File: src/fsl_cfg.svh
// constants for the flash status, lockdown and suspend controller
`ifndef FSL_CFG_SVH
`define FSL_CFG_SVH
// clock rate and ns-to-cycle rounding (least times round up)
`define FSL_CLK_MHZ 200
`define FSL_CYC(ns) (((ns) * `FSL_CLK_MHZ + 999) / 1000)
// flash bus timing, ns
`define FSL_T_WSU_NS 20
`define FSL_T_WP_NS 40
`define FSL_T_WH_NS 20
`define FSL_T_ACC_NS 70
`define FSL_T_RREC_NS 20
`define FSL_T_RST_NS 500
`define FSL_T_ESUSP_NS 15000
`define FSL_T_PSUSP_NS 20000
// register byte offsets
`define FSL_REG_CTRL 8'h00
`define FSL_REG_ADDR 8'h04
`define FSL_REG_RDATA 8'h08
`define FSL_REG_STATUS 8'h0C
`define FSL_REG_CFG 8'h10
`define FSL_REG_EXIT 8'h14
`define FSL_REG_SEQ 8'h40
// ctrl fields and operation codes
`define FSL_OP_LSB 0
`define FSL_CNT_LSB 4
`define FSL_OP_SEQ 4'h1
`define FSL_OP_READ 4'h2
`define FSL_OP_POLL 4'h3
`define FSL_OP_RESET 4'h4
`define FSL_OP_SUSP 4'h5
`define FSL_OP_LOCKQ 4'h6
// sequence table depth and entry layout {addr[19:0], data[7:0]}
`define FSL_SEQ_DEPTH 6
`define FSL_ENT_DLSB 0
`define FSL_ENT_ALSB 8
// flash data bit positions
`define FSL_BIT_POLL 7
`define FSL_BIT_TOGGLE 6
`define FSL_BIT_OPFAIL 5
`define FSL_BIT_SUPPLY 3
`define FSL_BIT_LOCK 0
// lock-state location inside a sector
`define FSL_LOCK_OFS 20'h00002
`endif

File: src/fsl_pkg.sv
// types for the flash status, lockdown and suspend controller
package fsl_pkg;
   // flash bus engine states
   typedef enum logic [2:0] {
      FSL_IDLE, FSL_WSU, FSL_WLOW, FSL_WHOLD, FSL_RACC, FSL_RREC, FSL_WAIT, FSL_RST
   } fsl_st_t;

   // whole module state
   typedef struct packed {
      fsl_st_t st;
      logic [3:0] op;
      logic [2:0] cnt;
      logic [2:0] idx;
      logic [12:0] tmr;
      logic [5:0][27:0] seq;
      logic [19:0] addr;
      logic [27:0] exitc;
      logic cfg;
      logic [15:0] rdata;
      logic [15:0] prev;
      logic first;
      logic err_seen;
      logic done;
      logic fail;
      logic vpp;
      logic opf;
      logic lock;
      logic in_exit;
      logic pready;
      logic pslverr;
      logic [31:0] prdata;
      logic [19:0] fa;
      logic [15:0] fd;
      logic dq_oe;
      logic ce_n;
      logic oe_n;
      logic we_n;
      logic rst_n;
      logic first_pair; // no toggle bit seen yet in this poll
      logic prev2_tgl; // toggle bit of the previous poll read
   } fsl_state_t;
endpackage : fsl_pkg
File: src/fsl_ctrl.sv
// host-side controller driving a parallel nor flash, steered over apb
//
// How it works
// - config 01: send exit after success
// - any failure: send exit before continuing
// - config change is four write cycles
// - bit 3 supply fault needs exit command
// - locks clear at reset; six-cycle lock
// - suspended erase blocks others; resume command
// - address at later fall, data at rise
//
// Decided for this implementation: the APB register port and the address map.
`timescale 1ns/1ps
`include "fsl_cfg.svh"
module fsl_ctrl import fsl_pkg::*; (
   input wire logic clk,
   input wire logic srst,
   input wire logic psel,
   input wire logic penable,
   input wire logic pwrite,
   input wire logic [7:0] paddr,
   input wire logic [31:0] pwdata,
   output logic pready,
   output logic [31:0] prdata,
   output logic pslverr,
   output logic [19:0] fl_addr,
   output logic [15:0] fl_dq_out,
   output logic fl_dq_oe,
   input wire logic [15:0] fl_dq_in,
   output logic fl_ce_n,
   output logic fl_oe_n,
   output logic fl_we_n,
   output logic fl_reset_n,
   input wire logic fl_ready
);
   // phase lengths in cycles, minus one for the down-counter
   localparam logic [12:0] WSU = 13'(`FSL_CYC(`FSL_T_WSU_NS) - 1);
   localparam logic [12:0] WP = 13'(`FSL_CYC(`FSL_T_WP_NS) - 1);
   localparam logic [12:0] WH = 13'(`FSL_CYC(`FSL_T_WH_NS) - 1);
   localparam logic [12:0] ACC = 13'(`FSL_CYC(`FSL_T_ACC_NS) - 1);
   localparam logic [12:0] RREC = 13'(`FSL_CYC(`FSL_T_RREC_NS) - 1);
   localparam logic [12:0] RST = 13'(`FSL_CYC(`FSL_T_RST_NS) - 1);
   // suspend wait covers the longer of erase and program halt time
   localparam int SUSP_NS = (`FSL_T_PSUSP_NS > `FSL_T_ESUSP_NS) ?
      `FSL_T_PSUSP_NS : `FSL_T_ESUSP_NS;
   localparam logic [12:0] SUSP = 13'(`FSL_CYC(SUSP_NS) - 1);

   fsl_state_t q; // registered state
   fsl_state_t next_q; // next state
   logic [15:0] cur; // word on the flash data bus this cycle, not registered
   logic acc; // apb access completes this edge
   logic [27:0] ent; // current write-cycle entry

   assign cur = fl_dq_in;
   assign acc = psel & penable & q.pready;
   assign ent = q.in_exit ? q.exitc : q.seq[q.idx];

   // next-state logic: apb slave and flash bus engine
   always_comb begin
      next_q = q;
      // apb: answer in the access phase right after setup, no wait states
      next_q.pready = 1'b0;
      next_q.pslverr = 1'b0;
      if (psel && !penable && !q.pready) begin
         next_q.pready = 1'b1;
         next_q.prdata = 32'h0;
         unique case (paddr)
            `FSL_REG_CTRL: next_q.prdata = {28'h0, q.op};
            `FSL_REG_ADDR: next_q.prdata = {12'h0, q.addr};
            `FSL_REG_RDATA: next_q.prdata = {16'h0, q.rdata};
            `FSL_REG_STATUS: next_q.prdata = {23'h0, fl_ready, 1'b0, q.cfg, q.lock, q.opf,
                                              q.vpp, q.fail, q.done,
                                              (q.st != FSL_IDLE)};
            `FSL_REG_CFG: next_q.prdata = {31'h0, q.cfg};
            `FSL_REG_EXIT: next_q.prdata = {4'h0, q.exitc};
            default: begin
               // sequence table words, anything else is an error
               if (paddr[7:5] == `FSL_REG_SEQ >> 5 && paddr[1:0] == 2'h0 &&
                   paddr[4:2] < 3'(`FSL_SEQ_DEPTH))
                  next_q.prdata = {4'h0, q.seq[paddr[4:2]]};
               else
                  next_q.pslverr = 1'b1;
            end
         endcase
      end
      // apb writes take effect only on the completing edge
      if (acc && pwrite && !q.pslverr) begin
         if (paddr == `FSL_REG_ADDR)
            next_q.addr = pwdata[19:0];
         if (paddr == `FSL_REG_CFG)
            next_q.cfg = pwdata[0];
         if (paddr == `FSL_REG_EXIT)
            next_q.exitc = pwdata[27:0];
         if (paddr[7:5] == `FSL_REG_SEQ >> 5 && paddr[4:2] < 3'(`FSL_SEQ_DEPTH))
            next_q.seq[paddr[4:2]] = pwdata[27:0];
         // a start while busy is dropped; status busy tells software why
         if (paddr == `FSL_REG_CTRL && q.st == FSL_IDLE) begin
            next_q.op = pwdata[`FSL_OP_LSB +: 4];
            next_q.cnt = pwdata[`FSL_CNT_LSB +: 3];
            next_q.idx = 3'h0;
            next_q.done = 1'b0;
            next_q.fail = 1'b0;
            next_q.first = 1'b1;
            next_q.err_seen = 1'b0;
            next_q.in_exit = 1'b0;
            next_q.opf = 1'b0; // only a failing status word raises these
            next_q.vpp = 1'b0;
            unique case (pwdata[`FSL_OP_LSB +: 4])
               // config set (4 cycles), lockdown (6), suspend/resume (1)
               `FSL_OP_SEQ, `FSL_OP_SUSP: begin
                  next_q.st = FSL_WSU;
                  next_q.tmr = WSU;
               end
               `FSL_OP_READ, `FSL_OP_POLL, `FSL_OP_LOCKQ: begin
                  next_q.st = FSL_RACC;
                  next_q.tmr = ACC;
               end
               `FSL_OP_RESET: begin
                  next_q.st = FSL_RST;
                  next_q.tmr = RST;
               end
               default: next_q.done = 1'b1; // unknown op finishes at once
            endcase
         end
      end
      // flash engine timer
      if (q.tmr != 13'h0)
         next_q.tmr = q.tmr - 13'h1;
      unique case (q.st)
         FSL_IDLE: begin
            next_q.ce_n = 1'b1;
            next_q.oe_n = 1'b1;
            next_q.we_n = 1'b1;
            next_q.dq_oe = 1'b0;
            next_q.rst_n = 1'b1;
         end
         // write: address set up with oe high, then we low
         FSL_WSU: begin
            next_q.fa = ent[`FSL_ENT_ALSB +: 20];
            next_q.fd = {8'h00, ent[`FSL_ENT_DLSB +: 8]};
            next_q.dq_oe = 1'b1;
            next_q.oe_n = 1'b1;
            next_q.ce_n = 1'b0;
            if (q.tmr == 13'h0) begin
               next_q.we_n = 1'b0; // address caught at this fall
               next_q.st = FSL_WLOW;
               next_q.tmr = WP;
            end
         end
         FSL_WLOW: begin
            if (q.tmr == 13'h0) begin
               next_q.we_n = 1'b1; // data caught at this rise
               next_q.st = FSL_WHOLD;
               next_q.tmr = WH;
            end
         end
         FSL_WHOLD: begin
            if (q.tmr == 13'h0) begin
               next_q.ce_n = 1'b1;
               next_q.dq_oe = 1'b0;
               if (q.in_exit) begin
                  next_q.st = FSL_IDLE;
                  next_q.done = 1'b1;
               end else if (q.idx + 3'h1 < q.cnt) begin
                  next_q.idx = q.idx + 3'h1;
                  next_q.st = FSL_WSU;
                  next_q.tmr = WSU;
               end else if (q.op == `FSL_OP_SUSP) begin
                  // halt time is a maximum, so wait it out in full
                  next_q.st = FSL_WAIT;
                  next_q.tmr = SUSP;
               end else begin
                  next_q.st = FSL_IDLE;
                  next_q.done = 1'b1;
               end
            end
         end
         // read: ce and oe low, sample at end of access time
         FSL_RACC: begin
            next_q.fa = (q.op == `FSL_OP_LOCKQ) ? (q.addr | `FSL_LOCK_OFS) : q.addr;
            next_q.dq_oe = 1'b0;
            next_q.ce_n = 1'b0;
            next_q.oe_n = 1'b0;
            if (q.tmr == 13'h0) begin
               next_q.ce_n = 1'b1;
               next_q.oe_n = 1'b1;
               next_q.rdata = cur;
               next_q.prev = cur;
               next_q.first = 1'b0;
               next_q.st = FSL_RREC;
               next_q.tmr = RREC;
               if (q.op == `FSL_OP_LOCKQ)
                  next_q.lock = cur[`FSL_BIT_LOCK];
            end
         end
         // recovery, then judge poll result
         FSL_RREC: begin
            if (q.tmr == 13'h0) begin
               next_q.st = FSL_IDLE;
               next_q.done = 1'b1;
               if (q.op == `FSL_OP_POLL) begin
                  next_q.done = 1'b0;
                  next_q.st = FSL_RACC;
                  next_q.tmr = ACC;
                  if (q.cfg) begin
                     // config 01: bit 7 high marks the end
                     if (q.rdata[`FSL_BIT_POLL]) begin
                        next_q.fail = q.rdata[`FSL_BIT_OPFAIL] |
                                      q.rdata[`FSL_BIT_SUPPLY];
                        next_q.opf = q.rdata[`FSL_BIT_OPFAIL];
                        next_q.vpp = q.rdata[`FSL_BIT_SUPPLY];
                        next_q.in_exit = 1'b1;
                        next_q.st = FSL_WSU;
                        next_q.tmr = WSU;
                     end
                  end else if (!q.first && q.err_seen &&
                               (q.rdata[`FSL_BIT_TOGGLE] != q.prev2_tgl)) begin
                     // still toggling after error showed: failed
                     next_q.fail = 1'b1;
                     next_q.opf = q.rdata[`FSL_BIT_OPFAIL];
                     next_q.vpp = q.rdata[`FSL_BIT_SUPPLY];
                     next_q.in_exit = 1'b1;
                     next_q.st = FSL_WSU;
                     next_q.tmr = WSU;
                  end else if (!q.first_pair && q.rdata[`FSL_BIT_TOGGLE] == q.prev2_tgl) begin
                     // toggle stopped: flash back in read mode
                     next_q.st = FSL_IDLE;
                     next_q.done = 1'b1;
                  end else if (!q.first_pair && (q.rdata[`FSL_BIT_OPFAIL] |
                                                 q.rdata[`FSL_BIT_SUPPLY])) begin
                     next_q.err_seen = 1'b1; // recheck once, bit 6 may lag
                  end
                  next_q.prev2_tgl = q.rdata[`FSL_BIT_TOGGLE];
                  next_q.first_pair = 1'b0;
               end
            end
         end
         FSL_WAIT: begin
            if (q.tmr == 13'h0) begin
               next_q.st = FSL_IDLE;
               next_q.done = 1'b1;
            end
         end
         FSL_RST: begin
            // flash reset clears locks but not its config
            next_q.rst_n = 1'b0;
            next_q.lock = 1'b0;
            if (q.tmr == 13'h0) begin
               next_q.rst_n = 1'b1;
               next_q.st = FSL_WAIT;
               next_q.tmr = RST;
            end
         end
      endcase
      if (q.st == FSL_IDLE)
         next_q.first_pair = 1'b1;
   end

   // state register, synchronous reset
   always_ff @(posedge clk) begin
      if (srst) begin
         q <= '0;
         q.st <= FSL_IDLE;
         q.ce_n <= 1'b1;
         q.oe_n <= 1'b1;
         q.we_n <= 1'b1;
         q.rst_n <= 1'b1;
         q.first <= 1'b1;
         q.first_pair <= 1'b1;
      end else begin
         q <= next_q;
      end
   end

   // outputs straight from the state flops
   assign pready = q.pready;
   assign prdata = q.prdata;
   assign pslverr = q.pslverr;
   assign fl_addr = q.fa;
   assign fl_dq_out = q.fd;
   assign fl_dq_oe = q.dq_oe;
   assign fl_ce_n = q.ce_n;
   assign fl_oe_n = q.oe_n;
   assign fl_we_n = q.we_n;
   assign fl_reset_n = q.rst_n;
endmodule : fsl_ctrl

File: config.mk
export PLATFORM = sky130hd
export DESIGN_NAME = fsl_ctrl
export DESIGN_NICKNAME = d
export VERILOG_FILES = /design/src/fsl_pkg.sv /design/src/fsl_ctrl.sv
export VERILOG_INCLUDE_DIRS = /design/src
export SDC_FILE = /design/constraint.sdc
export NUM_CORES = 1
export LEC_CHECK = 0
export ABC_AREA = 1
export BUFFER_PORTS_ARGS = -buffer_cell sky130_fd_sc_hd__buf_2
export CORE_UTILIZATION = 60
export CTS_CLUSTER_SIZE = 20
export DETAILED_ROUTE_END_ITERATION = 10
export HOLD_SLACK_MARGIN = 0.03
export PLACE_DENSITY = 0.8
export SLEW_MARGIN = 20
export SYNTH_ARGS = -nofsm -noshare
export SYNTH_HDL_FRONTEND = slang
export SYNTH_SLANG_ARGS = --single-unit
File: constraint.sdc
create_clock -name clk -period 4.1 [get_ports clk]
set_input_delay 0.82 -clock clk [delete_from_list [all_inputs] [get_ports clk]]
set_output_delay 0.82 -clock clk [all_outputs]
set_load 0.1 [all_outputs]
==> results.md, run 1 <==
* Placer congestion estimate at 0.9391
* Number of buffers created by CTS at 35
* Most frequent cells in the layout: a21oi_1, o21ai_0, dfxtp_1
* Post-Syn Area at 0.01632 mm2
* Most common cell after layout, fill and taps aside: a21oi_1
* Share of final-layout standard cells stronger than drive strength 1 at 0.1064
* Initial antenna violation count at 2
* Unrepaired setup endpoints after global routing: no
* Detailed-route DRC error count at 0
* Area used by multi-input combinational logic at 0.007621 mm2
* Clock share of power at 0.418
* Finished layout cell area at around 0.018 mm2
* Worst slew pin tran at 1075 ps
* Routed length per placed instance at 20.09 um
* Pin count of the biggest net entering global routing at 94
* Worst Path Class, Setup: register to register
* Standby leakage power at about 6.6 nW
* Floorplan Core Area at 0.02635 mm2
* Post-DP HPWL at 35020 um
* Bufs on Longest Clock Path at 3
* Detailed Route Iter0 Violations at between 2000 and 3000
* Worst min-delay path category: register to register
* Count of antenna-violating nets left after detailed routing at 0
* Hold Buf Count CTS at 0
* Via count of the first global-routing pass at 14934
* Number of nets in the final layout at 2364
* Internal power consumption at roughly 5.4 mW
* Part of the power in registers at 0.449
* Sequential share of the synthesized area at 0.4073
* Number of placement rows at 59
* Worst hold path stage count at 2
* TNS Setup at 0 ps
* Area occupied by registers at about 0.0066 mm2
* Total via count in the routed design at 16788
* Worst r2r path cells at 7
* Overall global routing resource usage at 0.3723
* Worst Path Arrival at 3330 ps
* Via density per instance at 6.316
* Final clock period utilization by the worst path at 0.7043
* Reg-to-Reg Start: q[348]
* Endpoint of the worst hold-timing path: fl_dq_out[4]
* Total power density per cell area at 423.8 mW/mm2
* Prevailing post-synth register cell: dfxtp_1
* Register-to-register path setup slack at about 1200 ps
* Max-capacitance violation count at 0
* Average cell area after synthesis at between 7 and 8 um2
* Clock latency at the later pin of the worst-skew pair at 530 ps
* Initial cell density of the core at 0.6192
* Combinational cell fraction of total power at 0.133
* Clock Sinks at 332
* TritonCTS clock tree: done
* Worst clock skew at 19.22 ps
* Count of endpoints failing setup in the final report at 0
* Post-cts gate resize count at 0
* Count of flip-flops with a built-in enable after synthesis at 0
* Number of slew-limit violations in the final report at 0
* Number of primary I/O pins at 137
* Number of storage elements in the synthesis netlist at between 300 and 400
* Aggregate routed wire length at 53400 um
* Req. time, crit path at 4550 ps
* Synth-to-layout area growth at 7.905%
* Post-synthesis async set-or-reset flop share at 0
* Nature of the critical path startpoint: register
* Result of the run: finished clean
* Horizontal die dimension at 166.9 um
* Switching power total at 2.110 mW
* Final Hold Vio Count at 0
* Final core utilization at 0.6681
* IR drop worst, VDD at 0.3966 mV
* CP Capture Type: register
* Quantity of I/O buffers inserted on ports at 120
* Max FO, Critical Path at 42
* Fmax at 346.3 MHz
* Number of filler instances in the final layout at 2302
* Timing startpoint of the critical path: q[348]
* Buffer count from post-CTS setup fixing at 0
* Drt first pass iters at 8
* Sum of overflow across all layers after global routing at 0
* Total die area at 0.02786 mm2
* Post-Synthesis Cells at around 2300
* Hold path startpoint: fl_dq_out[4]
* Number of synthesis warnings at 0
* PnR Total Power at 7.462 mW
* Clock slew at reported path FFs at about 60 ps
* Sw Ratio at 0.2827
* Distinct cell type count after synthesis at 40
* Worst flop-to-flop path endpoint: fl_addr[4]
* Number of levels the H-tree was split into at 2
* Wire length of the first global-routing pass at 82120 um
* Minimum clock period after layout at roughly 2900 ps
* Clk Tree Root Cell: clkbuf_16
* Relative slew slack at 0.2826
* Dpl cell area at 0.01648 mm2
* Vertical die dimension at about 170 um
==> layout make-up <==
| class | instances | share of cell area |
|---|---|---|
| timing repair buffer | 162 | 0.05287 |
| multi-input combinational | 1538 | 0.4328 |
| tap | 335 | 0.02380 |
| inverter | 229 | 0.04896 |
| clock buffer | 51 | 0.06004 |
| antenna | 1 | 0.0001421 |
| clock inverter | 10 | 0.003837 |
| sequential | 332 | 0.3775 |
==> worst max-delay path, stage by stage (launching register included) <==
cell and delay, ps:
dfxtp_1 350, buf_4 470, clkinv_1 730, a21oi_1 300, o21ai_0 120, a21oi_1 450, o21ai_0 210, a21oi_1 150
==> worst max path at each step <==
stage | cells after the start | end | slack (ps)
finish | 7 | fl_addr[4] | 1210
floorplan | 11 | register | 1850
detailed placement | 9 | prdata[2] | 1150
global placement | 9 | prdata[2] | 1120
global route | 7 | fl_addr[4] | 1050
CTS | 7 | fl_addr[4] | 1360
==> synthesized netlist by cell type (25+ instances only) <==
| master | instances | area, um2 |
|---|---|---|
| o221ai_1 | 25 | 219.0 |
| a21oi_1 | 396 | 1982 |
| o22ai_1 | 59 | 369.1 |
| inv_1 | 218 | 818.3 |
| clkbuf_1 | 125 | 469.2 |
| nor2_1 | 160 | 600.6 |
| o21ai_1 | 26 | 130.1 |
| buf_2 | 32 | 160.2 |
| nand2_1 | 263 | 987.2 |
| dfxtp_1 | 332 | 6646 |
| buf_4 | 76 | 570.6 |
| o21ai_0 | 375 | 1877 |
| nand3_1 | 100 | 500.5 |
==> kinds of logic after synthesis <==
family | after synthesis | share of synthesized area
xor gates and xnor gates | 11 | 0.005904
buffers and inverters | 471 | 0.1287
and+or+nand+nor | 578 | 0.1506
adders and majority gates | 4 | 0.003067
other | 1 | 0.0002298
AOI/OAI and AO/OA | 933 | 0.3042
DFF | 332 | 0.4073
==> per-stage QoR <==
stage	hold WS [ps]	setup slack (ps)	std cells
2_1_floorplan	423.8	1850	2341
3_3_place_gp	435.8	1117	2596
3_5_place_dp	450.5	1155	2596
4_1_cts	460.3	1365	2657
5_1_grt	476.1	1051	2657
6_report	460.3	1213	2658
==> layer usage <==
layer,track usage,vias to the layer above,share of wire
li1,-,7787,-
met1,0.5256,7758,0.41
met2,0.5563,1129,0.43
met3,0.09030,110,0.14
met4,0.1151,4,0.022
met5,0.01739,-,0.0015
==> power by group through the flow <==
stage               sequential, mW  combinational (mW)  clock, mW
floorplan                     3.41               0.750          0
global placement              3.42               0.946          0
detailed placement            3.42               0.965          0
CTS                           3.35               0.974       3.12
global route                  3.35                1.08       3.26
finish                        3.35               0.996       3.12
(Power assumes the default switching activity.)
==> run 2: changes to the inputs <==
- CORE_UTILIZATION: 60 -> 54
- PLACE_DENSITY: 0.8 -> 0.76
- clock period: 4.1 -> 2.6 ns (I/O delays scaled with it)
==> run 2 against run 1 <==
Effect of this change: hold slack got worse by 160 ps; global-route usage decreased by 3.1 points; first-iteration DRC count decreased by 14%; count of clock-buffer cells in the layout unchanged; die area increased by 11%; combinational power increased by 65%; maximum frequency increased by 22%; sequential share of layout area decreased by 0.92 points; cell count increased by 3.2%; power increased by 61%; largest cell class unchanged; highest routed layer unchanged.
==> results.md, run 2 (synthesized netlist as in run 1, its figures left out) <==
* Result of the run: finished clean
* Most frequent cells in the layout: a21oi_1, o21ai_0, dfxtp_1
* Sw Ratio at 0.2775 (-0.005256)
* TritonCTS clock tree: done
* Non-filler instance count after layout at 2743 (+3.2%)
* Final clock period utilization by the worst path at 0.9133 (+0.2090)
* Pin count of the biggest net entering global routing at 110 (+17%)
* Routed length per placed instance at 19.79 um (-1.5%)
* Hold path startpoint: fl_dq_in[4]
* Wire length of the first global-routing pass at 82940 um (+1.0%)
* Worst flop-to-flop path endpoint: fl_addr[4]
* Worst slew pin tran at 838.5 ps (-236.5 ps)
* Post-cts gate resize count at 0 (unchanged)
* Clock share of power at 0.423 (+0.005)
* IR drop worst, VDD at 0.3592 mV (-9.4%)
* Endpoint of the worst hold-timing path: q[89]
* Worst Path Class, Setup: register to register
* Worst hold path stage count at 3 (+1)
* Part of the power in registers at 0.440 (-0.009)
* Placer congestion estimate at 0.9350 (-0.44%)
* Register-to-register path setup slack at 230 ps (-990 ps)
* Number of placement rows at 63 (+6.8%)
* Share of final-layout standard cells stronger than drive strength 1 at 0.1169 (+0.01055)
* Worst clock skew at 17.12 ps (-2.091 ps)
* Worst Path Arrival at 2820 ps (-510 ps)
* Count of antenna-violating nets left after detailed routing at 0 (unchanged)
* Standby leakage power at 6.803 nW (+3.0%)
* Max FO, Critical Path at 16 (-62%)
* Unrepaired setup endpoints after global routing: no
* Detailed Route Iter0 Violations at 2176 (-14%)
* Clock slew at reported path FFs at 60 ps (about the same)
* Number of levels the H-tree was split into at 2 (unchanged)
* Horizontal die dimension at 175.8 um (+5.3%)
* Relative slew slack at 0.4351 (+0.1525)
* Sum of overflow across all layers after global routing at 0 (unchanged)
* Floorplan Core Area at 0.02972 mm2 (+13%)
* Initial cell density of the core at 0.5491 (-0.07008)
* Most common cell after layout, fill and taps aside: a21oi_1
* Number of buffers created by CTS at 36 (+2.9%)
* Minimum clock period after layout at 2374 ps (-513.0 ps)
* Number of filler instances in the final layout at 2760 (+20%)
* Clock latency at the later pin of the worst-skew pair at 520 ps (about the same)
* Post-DP HPWL at 35800 um (+2.2%)
* Bufs on Longest Clock Path at 3 (unchanged)
* Total via count in the routed design at 16861 (+0.43%)
* DP Cell Count at 2681 (+3.3%)
* Max-capacitance violation count at 0 (unchanged)
* Initial antenna violation count at 3 (+1)
* Total die area at 0.03092 mm2 (+11%)
* Clk Tree Root Cell: clkbuf_16
* Count of endpoints failing setup in the final report at 0 (unchanged)
* Internal power consumption at 8.672 mW (+62%)
* Nature of the critical path startpoint: register
* Number of nets in the final layout at 2395 (+1.3%)
* Drt first pass iters at 6 (-2)
* Worst min-delay path category: input port to register
* Number of primary I/O pins at 137 (unchanged)
* Worst r2r path cells at 6 (-1)
* Buffer count from post-CTS setup fixing at 0 (unchanged)
* Detailed-route DRC error count at 0 (unchanged)
* TNS Setup at 0 ps (unchanged)
* Vertical die dimension at 175.8 um (+5.3%)
* Synth-to-layout area growth at 10.60%
* Via count of the first global-routing pass at 15068 (+0.90%)
* Combinational cell fraction of total power at 0.137 (+0.004)
* Aggregate routed wire length at 54300 um (+1.7%)
* CP Capture Type: register
* Fmax at 421.1 MHz (+22%)
* Number of slew-limit violations in the final report at 0 (unchanged)
* Hold Buf Count CTS at 0 (unchanged)
* Final Hold Vio Count at 0 (unchanged)
* Overall global routing resource usage at 0.3412 (-0.03104)
* Total power density per cell area at 665.0 mW/mm2 (+57%)
* Reg-to-Reg Start: q[348]
* Clock Sinks at 332 (unchanged)
* Quantity of I/O buffers inserted on ports at 120 (unchanged)
* Via density per instance at 6.147 (-2.7%)
* Req. time, crit path at 3050 ps (-1500 ps)
* Switching power total at 3.330 mW (+58%)
run 2: worst max-delay path by stage:
stage / start / to / slack [ps] / depth (start not counted)
final: q[348] / fl_addr[4] / 230 / 6
after global placement: penable / register / 220 / 10
after detailed placement: paddr[4] / register / 180 / 8
after CTS: q[358] / fl_addr[3] / 360 / 6
after global routing: q[358] / fl_addr[18] / 80 / 6
after floorplan: pready / register / 350 / 11
run 2: cell type report:
class	instances	area, um2	area share
Timing Repair Buffer	192	1269	0.07029
Antenna cell	1	2.502	0.0001386
Clock inverter	10	110.1	0.006101
Tap cell	390	488.0	0.02704
Inverter	229	862.1	0.04776
Sequential cell	332	6648	0.3683
Clock buffer	51	1049	0.05809
Multi-Input combinational cell	1538	7621	0.4223
run 2: critical path, stage by stage (launching register included):
cell and delay [ps]:
dfxtp_1 380, clkinv_1 600, a21oi_1 340, o21ai_0 140, a21oi_1 460, o21ai_0 230
a21oi_1 160
run 2: per-layer routing:
layer  track usage  share of wire
met3       0.07554           0.12
met2        0.5191           0.44
met5             0        0.00057
met4        0.1159          0.028
met1        0.4750           0.41
run 2: power groups by stage:
stage / sequential, mW / combinational [mW] / clock, mW
global route: 5.29 / 1.77 / 5.30
global placement: 5.39 / 1.56 / 0
detailed placement: 5.39 / 1.59 / 0
floorplan: 5.38 / 1.18 / 0
finish: 5.28 / 1.64 / 5.08
CTS: 5.28 / 1.61 / 5.10
run 2: through the flow:
step	instance area [um2]	util	worst slack (ps)	total power [mW]	hold slack [ps]
final	18050	0.6073	225.5	12.00	296.3
after global routing	18050	0.6073	81.78	12.35	310.4
after CTS	18050	0.6073	357.4	11.99	292.1
after detailed placement	16890	0.5683	184.7	6.982	449.3
after global placement	16890	0.5683	222.5	6.949	434.6
after floorplan	16360	-	349.8	6.562	423.8
==> run 3: changes to the inputs <==
- ABC_AREA: 1 -> default
==> run 3 against run 2 <==
Effect of this change: maximum frequency is 0.95% lower; global-route usage is 3.2 points lower; count of clock-buffer cells in the layout is 1 lower; power is 3.1% lower; cell area hardly changed; synthesized cell count is 16% lower; die area is 0.27% higher.
==> results.md, run 3 <==
* Result of the run: finished clean
* Total via count in the routed design at 14819 (-12%)
* Nature of the critical path startpoint: register
* Initial antenna violation count at 4 (+1)
* Pin count of the biggest net entering global routing at 79 (-28%)
* Max FO, Critical Path at 5 (-11)
* Number of slew-limit violations in the final report at 0 (unchanged)
* Initial cell density of the core at 0.5506 (+0.001516)
* Final Hold Vio Count at 0 (unchanged)
* Non-filler instance count after layout at 2372 (-14%)
* Buffer count from post-CTS setup fixing at 0 (unchanged)
* Final hold slack at 229.1 ps (-67.14 ps)
* Post-synthesis async set-or-reset flop share at 0 (unchanged)
* TNS Setup at 0 ps (unchanged)
* Clk Tree Root Cell: clkbuf_16
* Final clock period utilization by the worst path at 0.9220 (+0.008717)
* Hold Buf Count CTS at 0 (unchanged)
* Number of levels the H-tree was split into at 2 (unchanged)
* Number of primary I/O pins at 137 (unchanged)
* Fmax at 417.2 MHz (-0.95%)
* Req. time, crit path at 2990 ps (-60 ps)
* Unrepaired setup endpoints after global routing: no
* Sum of overflow across all layers after global routing at 0 (unchanged)
* Detailed-route DRC error count at 0 (unchanged)
* IR drop worst, VDD at 0.4682 mV (+30%)
* Most common cell after layout, fill and taps aside: nand2_1
* Worst slew pin tran at 821.9 ps (-16.63 ps)
* Most frequent cells after synthesis: nand2_1, dfxtp_1, a21oi_1, clkbuf_1, nor2_1
* Post-cts gate resize count at 0 (unchanged)
* Drt first pass iters at 6 (unchanged)
* DP Cell Count at 2311 (-14%)
* Placer congestion estimate at 0.9422 (+0.77%)
* Floorplan Core Area at 0.02972 mm2 (unchanged)
* Clock latency at the later pin of the worst-skew pair at 530 ps (about the same)
* Via density per instance at 6.247 (+1.6%)
* Synth top area cells: dfxtp_1, nand2_1, a21oi_1
* Sequential share of the synthesized area at 0.4062 (-0.001121)
* Aggregate routed wire length at 48500 um (-11%)
* Worst min-delay path category: input port to register
* Quantity of I/O buffers inserted on ports at 120 (unchanged)
* Bufs on Longest Clock Path at 3 (unchanged)
* Number of nets in the final layout at 2025 (-15%)
* Count of endpoints failing setup in the final report at 0 (unchanged)
* Most frequent cells in the layout: nand2_1, dfxtp_1, a21oi_1
* Total power density per cell area at 643.9 mW/mm2 (-3.2%)
* Synth-to-layout area growth at 10.33%
* Most repeated cell in the gate-level netlist after synthesis: nand2_1
* CP Capture Type: register
* Dpl cell area at 0.01693 mm2 (+0.27%)
* Finished layout cell area at 0.01805 mm2 (about the same)
* PnR Total Power at 11.63 mW (-3.1%)
* Worst Path Arrival at 2780 ps (-40 ps)
* Relative slew slack at 0.4446 (+0.009524)
* Vertical die dimension at 176.1 um (+0.14%)
* Wire length of the first global-routing pass at 75510 um (-9.0%)
* Worst clock skew at 13.89 ps (-3.234 ps)
* Standby leakage power at 6.243 nW (-8.2%)
* Prevailing post-synth register cell: dfxtp_1
* Number of placement rows at 63 (unchanged)
* Minimum clock period after layout at 2397 ps (+22.66 ps)
* Overall global routing resource usage at 0.3090 (-0.03224)
* Share of final-layout standard cells stronger than drive strength 1 at 0.1818 (+0.06490)
* Number of buffers created by CTS at 36 (unchanged)
* TritonCTS clock tree: done
* Count of flip-flops with a built-in enable after synthesis at 0 (unchanged)
* Distinct cell type count after synthesis at 70 (+75%)
* Library cell with the largest summed area after synthesis: dfxtp_1
* Synth top area share at 0.4062 (-0.001121)
* Post-Synthesis Cells at 1959 (-16%)
* Total die area at 0.03100 mm2 (+0.27%)
* Average cell area after synthesis at 8.353 um2 (+19%)
* Number of storage elements in the synthesis netlist at 332 (unchanged)
* Count of antenna-violating nets left after detailed routing at 0 (unchanged)
* Post-DP HPWL at 32440 um (-9.4%)
* Clock Sinks at 332 (unchanged)
* Max-capacitance violation count at 0 (unchanged)
* Worst Path Class, Setup: register to register
* Horizontal die dimension at 176.1 um (+0.14%)
* Detailed Route Iter0 Violations at 2192 (+0.74%)
* Number of synthesis warnings at 0 (unchanged)
* Routed length per placed instance at 20.45 um (+3.3%)
* Clock slew at reported path FFs at 60 ps (about the same)
* Post-Syn Area at 0.01636 mm2 (+0.28%)
* Via count of the first global-routing pass at 13587 (-9.8%)
## run 3: cell count changes in the layout (fill, tap and decap cells not counted), sizes merged, moves of 40 or more
cell    change
mux4       +57
nand3      -87
mux2i      +40
nor2       -72
a21oi     -127
inv       -184
o21ai     -379
a221oi     +48
nand2     +261
## run 3: cell families (layout without fill, tap and decap cells)
family,after synthesis,count (layout),share of synthesized area
simple gates,733,733,0.1892
compound gates,469,469,0.1775
flops,332,332,0.4062
buf+inv,280,290,0.09306
mux,129,129,0.1249
xor+xnor,11,11,0.005888
fa+ha+maj,4,4,0.003059
other cells,1,14,0.0002292
## run 3: metal layers
layer / wire length, um / track usage
met1: 20100 / 0.4411
met2: 21260 / 0.4573
met3: 5824 / 0.06804
met5: 38 / 0
met4: 1275 / 0.1091
## run 3: report_power, final
group | internal (mW) | leakage (nW) | switching [mW]
clock network | 2.85 | 0.548 | 2.08
logic | 0.452 | 3.01 | 0.957
registers | 5.19 | 2.68 | 0.0983
## run 3: stage by stage
stage,utilization,worst slack (ps)
detailed placement,0.5698,17.03
global route,0.6073,56.13
finish,0.6075,202.9
floorplan,-,230.6
CTS,0.6073,181.9
global placement,0.5698,38.97
## run 3: worst max-delay path, cell delays in order (launching register included)
cell and delay (ps):
dfxtp_4 350, ha_1 230, xor2_1 150, ha_1 300, nand2_1 70, o211ai_1 400, a31oi_1 190, a2111oi_0 480
a211oi_1 100
## run 3: final cells by class
class                      count  area, um2
tap                          390      488.0
sequential                   332       6651
fill                        2481      11660
timing repair buffer         189       1369
antenna                        2      5.005
clock inverter                 9      91.34
inverter                      42      157.7
multi-input combinational   1358       8268
clock buffer                  50       1023
## run 3: path summary, 6_finish.rpt
kind | startpoint | end | slack, ps | cells after the start
worst max-delay path | q[347] | q[334] | 200 | 8
worst min-delay path | fl_dq_in[10] | q[95] | 230 | 3
worst max register to register | q[347] | q[334] | 200 | 8
worst min register to register | q[89] | q[89] | 460 | 2
